[config.mk]
export PLATFORM = sky130hd
export DESIGN_NAME = serial_command_line
export DESIGN_NICKNAME = d
export VERILOG_FILES = /design/src/rtl/scl_pkg.sv /design/src/rtl/serial_command_line.sv
export VERILOG_INCLUDE_DIRS = /design/src /design/src/rtl
export SDC_FILE = /design/constraint.sdc
export NUM_CORES = 2
export LEC_CHECK = 0
export BUFFER_PORTS_ARGS = -buffer_cell sky130_fd_sc_hd__buf_2
export CAP_MARGIN = 20
export CORE_AREA = 5 5 569 571
export DETAILED_ROUTE_END_ITERATION = 6
export DIE_AREA = 0 0 574 576
export HOLD_SLACK_MARGIN = 0.15
export MAX_ROUTING_LAYER = met4
export SETUP_SLACK_MARGIN = 0.4
export SLEW_MARGIN = 20
export SYNTH_ARGS = -nofsm -noshare
export SYNTH_HDL_FRONTEND = slang
export SYNTH_SLANG_ARGS = --single-unit
[constraint.sdc]
create_clock -name ref_clk_i -period 9.6 [get_ports ref_clk_i]
set_clock_uncertainty 0.15 [all_clocks]
set_input_delay 0 -clock ref_clk_i [delete_from_list [all_inputs] [get_ports ref_clk_i]]
set_output_delay 0 -clock ref_clk_i [all_outputs]
set_load 0.1 [all_outputs]
[src/rtl/scl_defines.svh]
// constants of the serial command line front end
`ifndef SCL_DEFINES_SVH
`define SCL_DEFINES_SVH
// character codes
`define CH_BS 8'h08
`define CH_LF 8'h0A
`define CH_CR 8'h0D
`define CH_XON 8'h11
`define CH_XOFF 8'h13
`define CH_NAK 8'h15
`define CH_CAN 8'h18
`define CH_ESC 8'h1B
`define CH_SP 8'h20
`define CH_BANG 8'h21
`define CH_PROMPT 8'h3E
`define CH_CTRL_TOP 8'h1F
// framing: one start, eight data, one stop
`define RX_LAST_BIT 3'h7
`define TX_FRAME_BITS 4'hA
// timing
`define BAUD_DIV_DEF 16'h0364
`define CLK_HZ 100000000
`define XON_PERIOD_S 5
`define XON_PERIOD_CYC (`XON_PERIOD_S * `CLK_HZ)
// buffers
`define BUF_DEPTH 256
`define BUF_FULL 9'h100
`define CMDQ_DEPTH 4
`define TXQ_DEPTH 16
`endif

[src/rtl/scl_pkg.sv]
// types of the serial command line front end
package scl_pkg;
	typedef enum logic [3:0] {
		RX_IDLE = 4'b0001,
		RX_START = 4'b0010,
		RX_DATA = 4'b0100,
		RX_STOP = 4'b1000
	} rx_st_e;
	typedef struct packed {
		logic last;
		logic [7:0] data;
	} cmd_word_s;
	typedef struct packed {
		rx_st_e rx_st;
		logic [2:0] sync;
		logic rx_lvl;
		logic [15:0] rx_cnt;
		logic [2:0] rx_bit;
		logic [7:0] rx_sh;
		logic [3:0] tx_bit;
		logic [9:0] tx_sh;
		logic [15:0] tx_cnt;
		logic txd;
		logic tx_halt;
		logic [7:0] wr;
		logic [7:0] rd;
		logic [8:0] cnt;
		logic [8:0] lines;
		logic line_out;
		logic ovf;
		logic last_term;
		logic [7:0] last_tc;
		logic [23:0] seq;
		logic [1:0] seq_n;
		logic done_pend;
		logic nak_pend;
		logic bang_pend;
		logic [31:0] xon_tmr;
		logic dsr;
		logic remote;
		logic qerr;
		logic resp_ready;
	} core_s;
endpackage

[src/rtl/serial_command_line.sv]
// serial command line front end with its queue module
// Function
// RL1 - link is 8N1, flow on, prompt off
// RL2 - escape empties input, sends CR LF
// RL3 - backspace drops last non-terminator character
// RL4 - CR or LF ends line, starts parsing
// RL5 - after parsing send CR LF
// RL6 - ready low after reset, high when ready
// RL7 - terminator drops ready, sends XOFF if flow; code sends no XOFF while the buffer is in overflow
// RL8 - flow off: never send or obey XON/XOFF
// RL9 - 256-byte buffer, overflow drops oldest, holds ready
// RL10 - queued lines processed back to back
// RL11 - idle with flow: XON every five seconds
// RL12 - other control codes are ignored
// RL13 - flow on: XON enables, XOFF halts transmitter
// RL14 - cancel empties receive and transmit queues
// RL15 - XOFF halt posts error; XON sends output, bang
// RL16 - echo printable, BS as BS SP BS, one terminator
// RL17 - terminator answered XOFF CR or XOFF; code sends no XOFF while the buffer is in overflow
// RL18 - host sends only between XON and XOFF
// RL19 - lost echo sends NAK and posts error
// RL20 - prompt mode sends CR LF prompt character
// RL21 - host verifies echo, retries with escape
// RL22 - each command sets remote mode
// RL23 - start low, data LSB first, stop high
`timescale 1ns/1ns
`include "scl_defines.svh"

// ****************************************
// queue with valid and ready on both sides
// ****************************************
module scl_fifo #(
	parameter int WIDTH = 8,
	parameter int DEPTH = 4
) (
	input wire logic ref_clk_i, // clock
	input wire logic rst_n_i, // async reset
	input wire logic flush_i, // empty the queue
	input wire logic in_valid_i, // write request
	output logic in_ready_o, // room left
	input wire logic [WIDTH-1:0] in_data_i, // write data
	output logic out_valid_o, // data present
	input wire logic out_ready_i, // drain
	output logic [WIDTH-1:0] out_data_o, // head word
	output logic afull_o // at most one slot left
);
	localparam int AW = $clog2(DEPTH);
	typedef struct packed {
		logic [AW-1:0] wp;
		logic [AW-1:0] rp;
		logic [AW:0] cnt;
	} fifo_s;
	fifo_s st;
	fifo_s next_st;
	logic [WIDTH-1:0] mem [DEPTH];
	logic wr_en;
	logic rd_en;

	// handshake and flags
	assign in_ready_o = st.cnt != (AW+1)'(DEPTH);
	assign out_valid_o = st.cnt != '0;
	assign out_data_o = mem[st.rp];
	assign afull_o = st.cnt >= (AW+1)'(DEPTH - 1);
	assign wr_en = in_valid_i && in_ready_o && !flush_i;
	assign rd_en = out_valid_o && out_ready_i && !flush_i;

	// pointer update
	always_comb begin
		next_st = st;
		if (flush_i) begin
			next_st = '0;
		end else begin
			if (wr_en) begin
				next_st.wp = st.wp + 1'b1;
			end
			if (rd_en) begin
				next_st.rp = st.rp + 1'b1;
			end
			next_st.cnt = st.cnt + (AW+1)'(wr_en) - (AW+1)'(rd_en);
		end
	end

	// state register
	always_ff @(posedge ref_clk_i or negedge rst_n_i) begin
		if (!rst_n_i) begin
			st <= '0;
		end else begin
			st <= next_st;
		end
	end

	// storage
	always_ff @(posedge ref_clk_i) begin
		if (wr_en) begin
			mem[st.wp] <= in_data_i;
		end
	end
endmodule

// ****************************************
// command line front end
// ****************************************
module serial_command_line import scl_pkg::*; #(
	parameter logic [15:0] BAUD_DIV = `BAUD_DIV_DEF,
	parameter logic [31:0] XON_CYCLES = 32'(`XON_PERIOD_CYC),
	parameter int TXQ_DEPTH = `TXQ_DEPTH
) (
	input wire logic ref_clk_i, // 100 MHz clock
	input wire logic rst_n_i, // async reset
	input wire logic rxd_i, // serial in pin
	output logic txd_o, // serial out pin
	output logic dsr_o, // ready to receive
	input wire logic ready_i, // device can take commands
	input wire logic flow_en_i, // XON/XOFF enable
	input wire logic echo_en_i, // echo mode
	input wire logic prompt_en_i, // prompt mode
	output cmd_word_s cmd_o, // line character to parser
	output logic cmd_valid_o, // cmd_o valid
	input wire logic cmd_ready_i, // parser takes cmd_o
	input wire logic parse_done_i, // line dispatched
	input wire logic [7:0] resp_data_i, // response byte
	input wire logic resp_valid_i, // response valid
	output logic resp_ready_o, // response taken
	output logic remote_o, // remote mode
	input wire logic go_local_i, // leave remote mode
	output logic query_err_o // query error pulse
);
	localparam core_s CORE_RST = '{rx_st: RX_IDLE, sync: 3'h7, rx_lvl: 1'b1, txd: 1'b1, default: '0};
	core_s st;
	core_s next_st;
	logic [7:0] mem [`BUF_DEPTH];
	logic [7:0] rx_c;
	logic [7:0] buf_last;
	logic [7:0] buf_head;
	logic rx_done;
	logic ev_term;
	logic ev_esc;
	logic ev_can;
	logic ev_bs;
	logic ev_put;
	logic ev_full;
	logic ev_xon;
	logic ev_xoff;
	logic mem_we;
	logic rd_go;
	logic tx_pop;
	logic seq_push;
	logic seq_free;
	logic resp_take;
	logic idle_line;
	logic cmd_in_ready;
	logic txq_valid;
	logic txq_ready;
	logic txq_afull;
	logic [7:0] txq_data;
	logic [1:0] want_n;
	logic [23:0] want_seq;

	function automatic logic is_term(input logic [7:0] ch);
		return (ch == `CH_CR) || (ch == `CH_LF);
	endfunction

	// received character decode
	assign rx_c = st.rx_sh;
	assign buf_last = mem[st.wr - 8'h01];
	assign buf_head = mem[st.rd];
	assign ev_term = rx_done && is_term(rx_c) && !(st.last_term && rx_c != st.last_tc); // [RL4] [RL16]
	assign ev_esc = rx_done && rx_c == `CH_ESC;
	assign ev_can = rx_done && rx_c == `CH_CAN;
	assign ev_xon = rx_done && flow_en_i && rx_c == `CH_XON; // [RL8]
	assign ev_xoff = rx_done && flow_en_i && rx_c == `CH_XOFF; // [RL8]
	assign ev_bs = rx_done && rx_c == `CH_BS && st.cnt != '0 && !is_term(buf_last); // [RL3]
	assign ev_put = rx_done && rx_c > `CH_CTRL_TOP; // [RL12]
	// a terminator arriving on a full buffer overwrites the oldest too
	assign ev_full = (ev_put || ev_term) && st.cnt == `BUF_FULL; // [RL9]
	assign mem_we = ev_put || ev_term;
	assign idle_line = ready_i && st.lines == '0 && !st.line_out && !st.ovf;

	// line reader feeds one line at a time to the parser
	assign rd_go = st.lines != '0 && !st.line_out && st.cnt != '0 && cmd_in_ready && !ev_full && !ev_esc && !ev_can; // [RL10]

	// transmit side handshakes
	assign seq_free = st.seq_n == 2'h0;
	assign resp_take = resp_valid_i && st.resp_ready;
	assign seq_push = !seq_free && txq_ready && !resp_take && !ev_can;
	assign tx_pop = st.tx_bit == 4'h0 && txq_valid && !(st.tx_halt && flow_en_i); // [RL13]

	// bytes that a received character asks to send
	always_comb begin
		want_n = 2'h0;
		want_seq = 24'h000000;
		if (ev_term) begin
			if (flow_en_i && !st.ovf) begin
				want_n = echo_en_i ? 2'h2 : 2'h1; // [RL7] [RL17]
				want_seq = {`CH_XOFF, `CH_CR, 8'h00};
			end else if (echo_en_i) begin
				want_n = 2'h1;
				want_seq = {rx_c, 16'h0000};
			end
		end else if (ev_esc) begin
			want_n = 2'h2; // [RL2]
			want_seq = {`CH_CR, `CH_LF, 8'h00};
		end else if (ev_bs && echo_en_i) begin
			want_n = 2'h3; // [RL16]
			want_seq = {`CH_BS, `CH_SP, `CH_BS};
		end else if (ev_put && echo_en_i) begin
			want_n = 2'h1; // [RL16]
			want_seq = {rx_c, 16'h0000};
		end
	end

	// next state
	always_comb begin
		next_st = st;
		rx_done = 1'b0;
		// pin synchroniser, level taken when last two agree
		next_st.sync = {st.sync[1:0], rxd_i};
		if (st.sync[1] == st.sync[2]) begin
			next_st.rx_lvl = st.sync[2];
		end
		// receiver, sampling mid bit
		next_st.rx_cnt = st.rx_cnt - 16'h0001;
		unique case (st.rx_st)
			RX_IDLE: begin
				next_st.rx_cnt = BAUD_DIV >> 1;
				if (!st.rx_lvl) begin
					next_st.rx_st = RX_START;
				end
			end
			RX_START: begin
				if (st.rx_cnt == '0) begin
					next_st.rx_cnt = BAUD_DIV - 16'h0001;
					next_st.rx_bit = 3'h0;
					next_st.rx_st = st.rx_lvl ? RX_IDLE : RX_DATA; // [RL23]
				end
			end
			RX_DATA: begin
				if (st.rx_cnt == '0) begin
					next_st.rx_sh = {st.rx_lvl, st.rx_sh[7:1]}; // [RL23]
					next_st.rx_cnt = BAUD_DIV - 16'h0001;
					next_st.rx_bit = st.rx_bit + 3'h1;
					if (st.rx_bit == `RX_LAST_BIT) begin
						next_st.rx_st = RX_STOP;
					end
				end
			end
			RX_STOP: begin
				if (st.rx_cnt == '0) begin
					rx_done = st.rx_lvl; // [RL1] [RL23]
					next_st.rx_st = RX_IDLE;
				end
			end
			default: begin
				next_st.rx_st = RX_IDLE;
			end
		endcase
		// transmitter
		if (tx_pop) begin
			next_st.tx_sh = {1'b1, txq_data, 1'b0}; // [RL23]
			next_st.tx_bit = `TX_FRAME_BITS;
			next_st.tx_cnt = BAUD_DIV - 16'h0001;
			next_st.txd = 1'b0;
		end else if (st.tx_bit != 4'h0) begin
			next_st.tx_cnt = st.tx_cnt - 16'h0001;
			if (st.tx_cnt == '0) begin
				next_st.tx_sh = {1'b1, st.tx_sh[9:1]};
				next_st.txd = st.tx_sh[1];
				next_st.tx_bit = st.tx_bit - 4'h1;
				next_st.tx_cnt = BAUD_DIV - 16'h0001;
			end
		end
		// input buffer
		if (rx_done) begin
			next_st.last_term = ev_term;
			next_st.last_tc = rx_c;
		end
		if (st.cnt == '0 && st.lines == '0 && !st.line_out) begin
			next_st.ovf = 1'b0;
		end
		if (ev_can || ev_esc) begin
			next_st.wr = 8'h00; // [RL2] [RL14]
			next_st.rd = 8'h00;
			next_st.cnt = 9'h000;
			next_st.lines = 9'h000;
			next_st.line_out = 1'b0;
			next_st.ovf = 1'b0;
		end else begin
			if (mem_we) begin
				next_st.wr = st.wr + 8'h01;
				if (ev_full) begin
					next_st.rd = st.rd + 8'h01; // [RL9]
					next_st.ovf = 1'b1;
					if (is_term(buf_head)) begin
						next_st.lines = next_st.lines - 9'h001;
					end
				end else begin
					next_st.cnt = next_st.cnt + 9'h001;
				end
			end
			if (ev_term) begin
				next_st.lines = next_st.lines + 9'h001; // [RL4]
			end
			if (ev_bs) begin
				next_st.wr = st.wr - 8'h01; // [RL3]
				next_st.cnt = next_st.cnt - 9'h001;
			end
			if (rd_go) begin
				next_st.rd = st.rd + 8'h01;
				next_st.cnt = next_st.cnt - 9'h001;
				if (is_term(buf_head)) begin
					next_st.lines = next_st.lines - 9'h001;
					next_st.line_out = 1'b1;
				end
			end
			if (parse_done_i && st.line_out) begin
				next_st.line_out = 1'b0; // [RL10]
				next_st.done_pend = 1'b1;
			end
		end
		// flow control of the transmitter
		next_st.qerr = 1'b0;
		if (ev_xoff) begin
			next_st.tx_halt = 1'b1; // [RL13]
			next_st.qerr = 1'b1; // [RL15]
		end
		if (ev_xon) begin
			next_st.tx_halt = 1'b0; // [RL13]
			if (st.tx_halt) begin
				next_st.bang_pend = 1'b1; // [RL15]
			end
		end
		if (!(flow_en_i && idle_line)) begin
			next_st.xon_tmr = 32'h00000000;
		end else if (st.xon_tmr != '0) begin
			next_st.xon_tmr = st.xon_tmr - 32'h00000001;
		end
		// output sequencer, one byte per cycle into the queue
		if (seq_push) begin
			next_st.seq = {st.seq[15:0], 8'h00};
			next_st.seq_n = st.seq_n - 2'h1;
		end
		if (ev_can) begin
			next_st.seq_n = 2'h0; // [RL14]
			next_st.done_pend = 1'b0;
			next_st.nak_pend = 1'b0;
			next_st.bang_pend = 1'b0;
		end else if (want_n != 2'h0) begin
			if (seq_free) begin
				next_st.seq = want_seq;
				next_st.seq_n = want_n;
			end else if (echo_en_i) begin
				next_st.nak_pend = 1'b1; // [RL19]
				next_st.qerr = 1'b1;
			end
		end else if (seq_free) begin
			if (st.done_pend) begin
				next_st.done_pend = 1'b0;
				next_st.seq = {`CH_CR, `CH_LF, `CH_PROMPT}; // [RL5] [RL20]
				next_st.seq_n = prompt_en_i ? 2'h3 : 2'h2;
			end else if (st.nak_pend) begin
				next_st.nak_pend = 1'b0;
				next_st.seq = {`CH_NAK, 16'h0000}; // [RL19]
				next_st.seq_n = 2'h1;
			end else if (st.bang_pend) begin
				if (!txq_valid && st.tx_bit == 4'h0) begin
					next_st.bang_pend = 1'b0;
					next_st.seq = {`CH_BANG, 16'h0000}; // [RL15]
					next_st.seq_n = 2'h1;
				end
			end else if (flow_en_i && idle_line && st.xon_tmr == '0) begin
				next_st.seq = {`CH_XON, 16'h0000}; // [RL11]
				next_st.seq_n = 2'h1;
				next_st.xon_tmr = XON_CYCLES - 32'h00000001;
			end
		end
		// registered outputs
		next_st.dsr = idle_line && !ev_term && !ev_full; // [RL6] [RL7] [RL9]
		if (go_local_i) begin
			next_st.remote = 1'b0;
		end
		if (ev_term) begin
			next_st.remote = 1'b1; // [RL22]
		end
		next_st.resp_ready = !txq_afull;
	end

	// state register
	always_ff @(posedge ref_clk_i or negedge rst_n_i) begin
		if (!rst_n_i) begin
			st <= CORE_RST;
		end else begin
			st <= next_st;
		end
	end

	// line storage, overwrites the oldest when full
	always_ff @(posedge ref_clk_i) begin
		if (mem_we && !ev_esc && !ev_can) begin
			mem[st.wr] <= rx_c;
		end
	end

	// queue toward the parser
	scl_fifo #(.WIDTH(9), .DEPTH(`CMDQ_DEPTH)) u_cmdq (
		.ref_clk_i(ref_clk_i),
		.rst_n_i(rst_n_i),
		.flush_i(ev_esc || ev_can),
		.in_valid_i(rd_go),
		.in_ready_o(cmd_in_ready),
		.in_data_i({is_term(buf_head), buf_head}),
		.out_valid_o(cmd_valid_o),
		.out_ready_i(cmd_ready_i),
		.out_data_o(cmd_o),
		.afull_o()
	);

	// transmit queue
	scl_fifo #(.WIDTH(8), .DEPTH(TXQ_DEPTH)) u_txq (
		.ref_clk_i(ref_clk_i),
		.rst_n_i(rst_n_i),
		.flush_i(ev_can),
		.in_valid_i(resp_take || seq_push),
		.in_ready_o(txq_ready),
		.in_data_i(resp_take ? resp_data_i : st.seq[23:16]),
		.out_valid_o(txq_valid),
		.out_ready_i(tx_pop),
		.out_data_o(txq_data),
		.afull_o(txq_afull)
	);

	// outputs
	assign txd_o = st.txd;
	assign dsr_o = st.dsr;
	assign remote_o = st.remote;
	assign query_err_o = st.qerr;
	assign resp_ready_o = st.resp_ready;
endmodule

==> results.json <==
{
  "initial_core_util_pct": 34.8,
  "cts.path.max_buffers": 4,
  "report.final.slew_viol_count": 0,
  "core_area_um2": 317000,
  "yosysSeqAreaShare_pct": 64.5,
  "grt_max_degree": 138,
  "netlist_instances": 6787,
  "synth_area_per_cell_um2": 16.3,
  "rr_worst_depth": 14,
  "cts.sinks": 2408,
  "ys_ff_latch": 2408,
  "syn_to_final_growth_pct": 12.5,
  "h-tree-depth": 4,
  "grt_pass1_wl_um": 509000,
  "yosysUniqueCellTypes": 92,
  "final_util_pct": 39.2,
  "drive_gt1_share_pct": 22.0,
  "hold_ws_ps": 208,
  "cts_tree": "built",
  "dieHeight_um": 576,
  "setup_viol": 0,
  "ctsResizeCount": 0,
  "port_buffers": 33,
  "antenna_found_initial": 17,
  "tns_ps": 0,
  "clk_pin_slew_worst_paths_ps": 70,
  "globalplace.congestion": 0.948,
  "fmax_mhz": 128,
  "drtPass1Iterations": 7,
  "synth_edf_count": 2212,
  "vias": 69461,
  "crit_type": "register to register",
  "hp-class": "register to register",
  "p_leak_nw": 32.8,
  "wl_per_cell_um": 31.7,
  "place_area_um2": 116000,
  "power.density_nw_per_um2": 180,
  "async_flop_share_pct": 8.14,
  "die_width_um": 574,
  "hold_start": "next_st[171]",
  "yosysWarnings": 0,
  "ant_nets": 0,
  "outcome": "finished with violations",
  "worstMarginPinSlew_ps": 1330,
  "design_area_um2": 124000,
  "cp.required_ps": 10270,
  "drt_wl_total_um": 357000,
  "first_iter_violations": 9116,
  "hpwlAfterDp_um": 230000,
  "max_cap_violations": 0,
  "r2r_slack_ps": 1810,
  "min_to": "next_st[172]",
  "grt_pass1_vias": 68084,
  "synthFlopType": "edfxtp_1",
  "ioPinCount": 34,
  "clk_latency_ps": 950,
  "cts_buffers": 249,
  "crit_arrival_ps": 8450,
  "gr-total-overflow": 0,
  "regToRegStartpoint": "st[104]",
  "ctsHoldBuffers": 41,
  "violations": "design-rule violations",
  "min_path_cells": 0,
  "die-area_um2": 331000,
  "rsz0062_at_grt": "false",
  "cts_root_buf": "clkbuf_16",
  "endpoint_kind": "register",
  "period_minus_slack_ps": 7790,
  "rows": 207,
  "fin_crit_sh_pct": 81.1,
  "syn_nets": 6851,
  "critPathMaxFanout": 30,
  "hold_violations": 0,
  "cts_setup_buffers": 0,
  "drc_errors": 26,
  "r2r_end": "st[23]",
  "grtUsageTotal_pct": 21.6,
  "ir_drop_v": 0.000153,
  "slew_headroom_pct": 9.06,
  "routed_via_density": 6.17,
  "nets": 6909,
  "start_kind": "register",
  "synth_area_um2": 111000
}
-- layout make-up --
class / count / area (um^2)
fillers: 28524 / 193000
flip-flops and latches: 2408 / 71400
multi-input cells: 3863 / 37000
clock buffers: 292 / 6450
well taps: 4180 / 5230
repair buffers: 268 / 2340
clock inverters: 163 / 1700
inverters: 55 / 211
diodes: 25 / 62.6
-- layer usage --
layer	GRT usage, %	vias up	share of wire [%]
li1	-	27805	-
met1	28.2	36246	39
met2	31.7	4496	45
met3	6.23	914	12
met4	8.84	0	4.9
met5	-	-	0
-- state kept, by name, summed over array words and instances, names as in the netlist, 2 cells and up --
signal	flops
u_cmdq.mem	36
mem	2048
rx_c	8
u_txq.mem	128
next_st	2
u_cmdq.st	7
u_txq.st	13
st	161
-- worst max-delay path by stage --
stage / start / to / slack, ps / cells past startpoint
final: st[104] / st[23] / 1810 / 14
after global routing: st[94] / st[84] / 1680 / 18
after CTS: st[94] / st[84] / 2020 / 18
after detailed placement: st[94] / st[84] / 2060 / 18
after global placement: st[94] / st[84] / 1970 / 20
after floorplan: rx_c[3] / st[84] / 2450 / 19
-- power breakdown --
group	switching (mW)	internal (mW)
clock network	4.16	5.63
registers	0.0948	11.5
logic	0.625	0.407
-- cells in the final DEF, fill, tap and decap left out, types with 82 or more instances in the layout --
| master | count |
|---|---|
| a211oi_1 | 82 |
| a21oi_1 | 246 |
| buf_4 | 172 |
| clkbuf_16 | 251 |
| dfrtp_1 | 173 |
| edfxtp_1 | 2212 |
| mux2i_1 | 230 |
| mux4_2 | 805 |
| nand2_1 | 406 |
| nor2_1 | 598 |
| nor3_1 | 258 |
| nor4_1 | 88 |
| o21ai_0 | 82 |
-- synthesized netlist by cell type, drive strengths merged (15+ instances only) --
library cell	n	share of area (%)
o21ai	87	0.40
a21oi	247	1.1
dfrtp	190	4.3
edfxtp	2212	60
buf	275	1.4
and2	23	0.13
nor2	603	2.0
mux2	45	0.46
nand4	29	0.17
o22ai	31	0.18
nor3	261	1.2
xnor2	75	0.60
nor4b	29	0.24
a221oi	44	0.35
nand2	419	1.4
o221ai	30	0.24
inv	52	0.18
o311ai	15	0.12
nand3	81	0.37
clkbuf	186	0.63
a22o	29	0.23
or3	20	0.11
a31oi	47	0.27
xor2	43	0.34
ha	43	0.49
mux2i	231	2.1
mux4	805	16
and3	66	0.37
nor4	89	0.51
nor2b	28	0.16
a211oi	84	0.57
a22oi	80	0.54
or4	21	0.14
-- stage by stage --
step,cells,worst slack [ps],power (mW)
4_1_cts,11228,2020,22.5
6_report,11254,1810,22.4
2_1_floorplan,6787,2450,12.6
3_3_place_gp,10732,1970,12.8
5_1_grt,11246,1680,23.1
3_5_place_dp,10732,2060,12.8
-- worst max-delay path, cell delays in order (launching register included) --
cell and delay, ps:
dfrtp_1 690, or4_1 710, nand2_4 590, buf_4 610, mux4_2 600, nor3_1 360
nor3_1 100, a2111oi_0 1130, o22ai_1 390, nand4b_1 340, nand2_1 260, o21ai_2 280
nand2_1 300, or3_1 790, a31oi_1 270
-- cells by family after synthesis --
| group | after synthesis | synth area share (%) |
|---|---|---|
| buffers and inverters | 516 | 2.22 |
| multiplexers | 1081 | 19.0 |
| AO/OA/AOI/OAI | 859 | 5.32 |
| adder cells (fa/ha/maj) | 46 | 0.532 |
| flip-flops | 2408 | 64.5 |
| AND/OR/NAND/NOR | 1759 | 7.51 |
| XOR/XNOR | 118 | 0.941 |
Power figures use the tool's default switching activity.
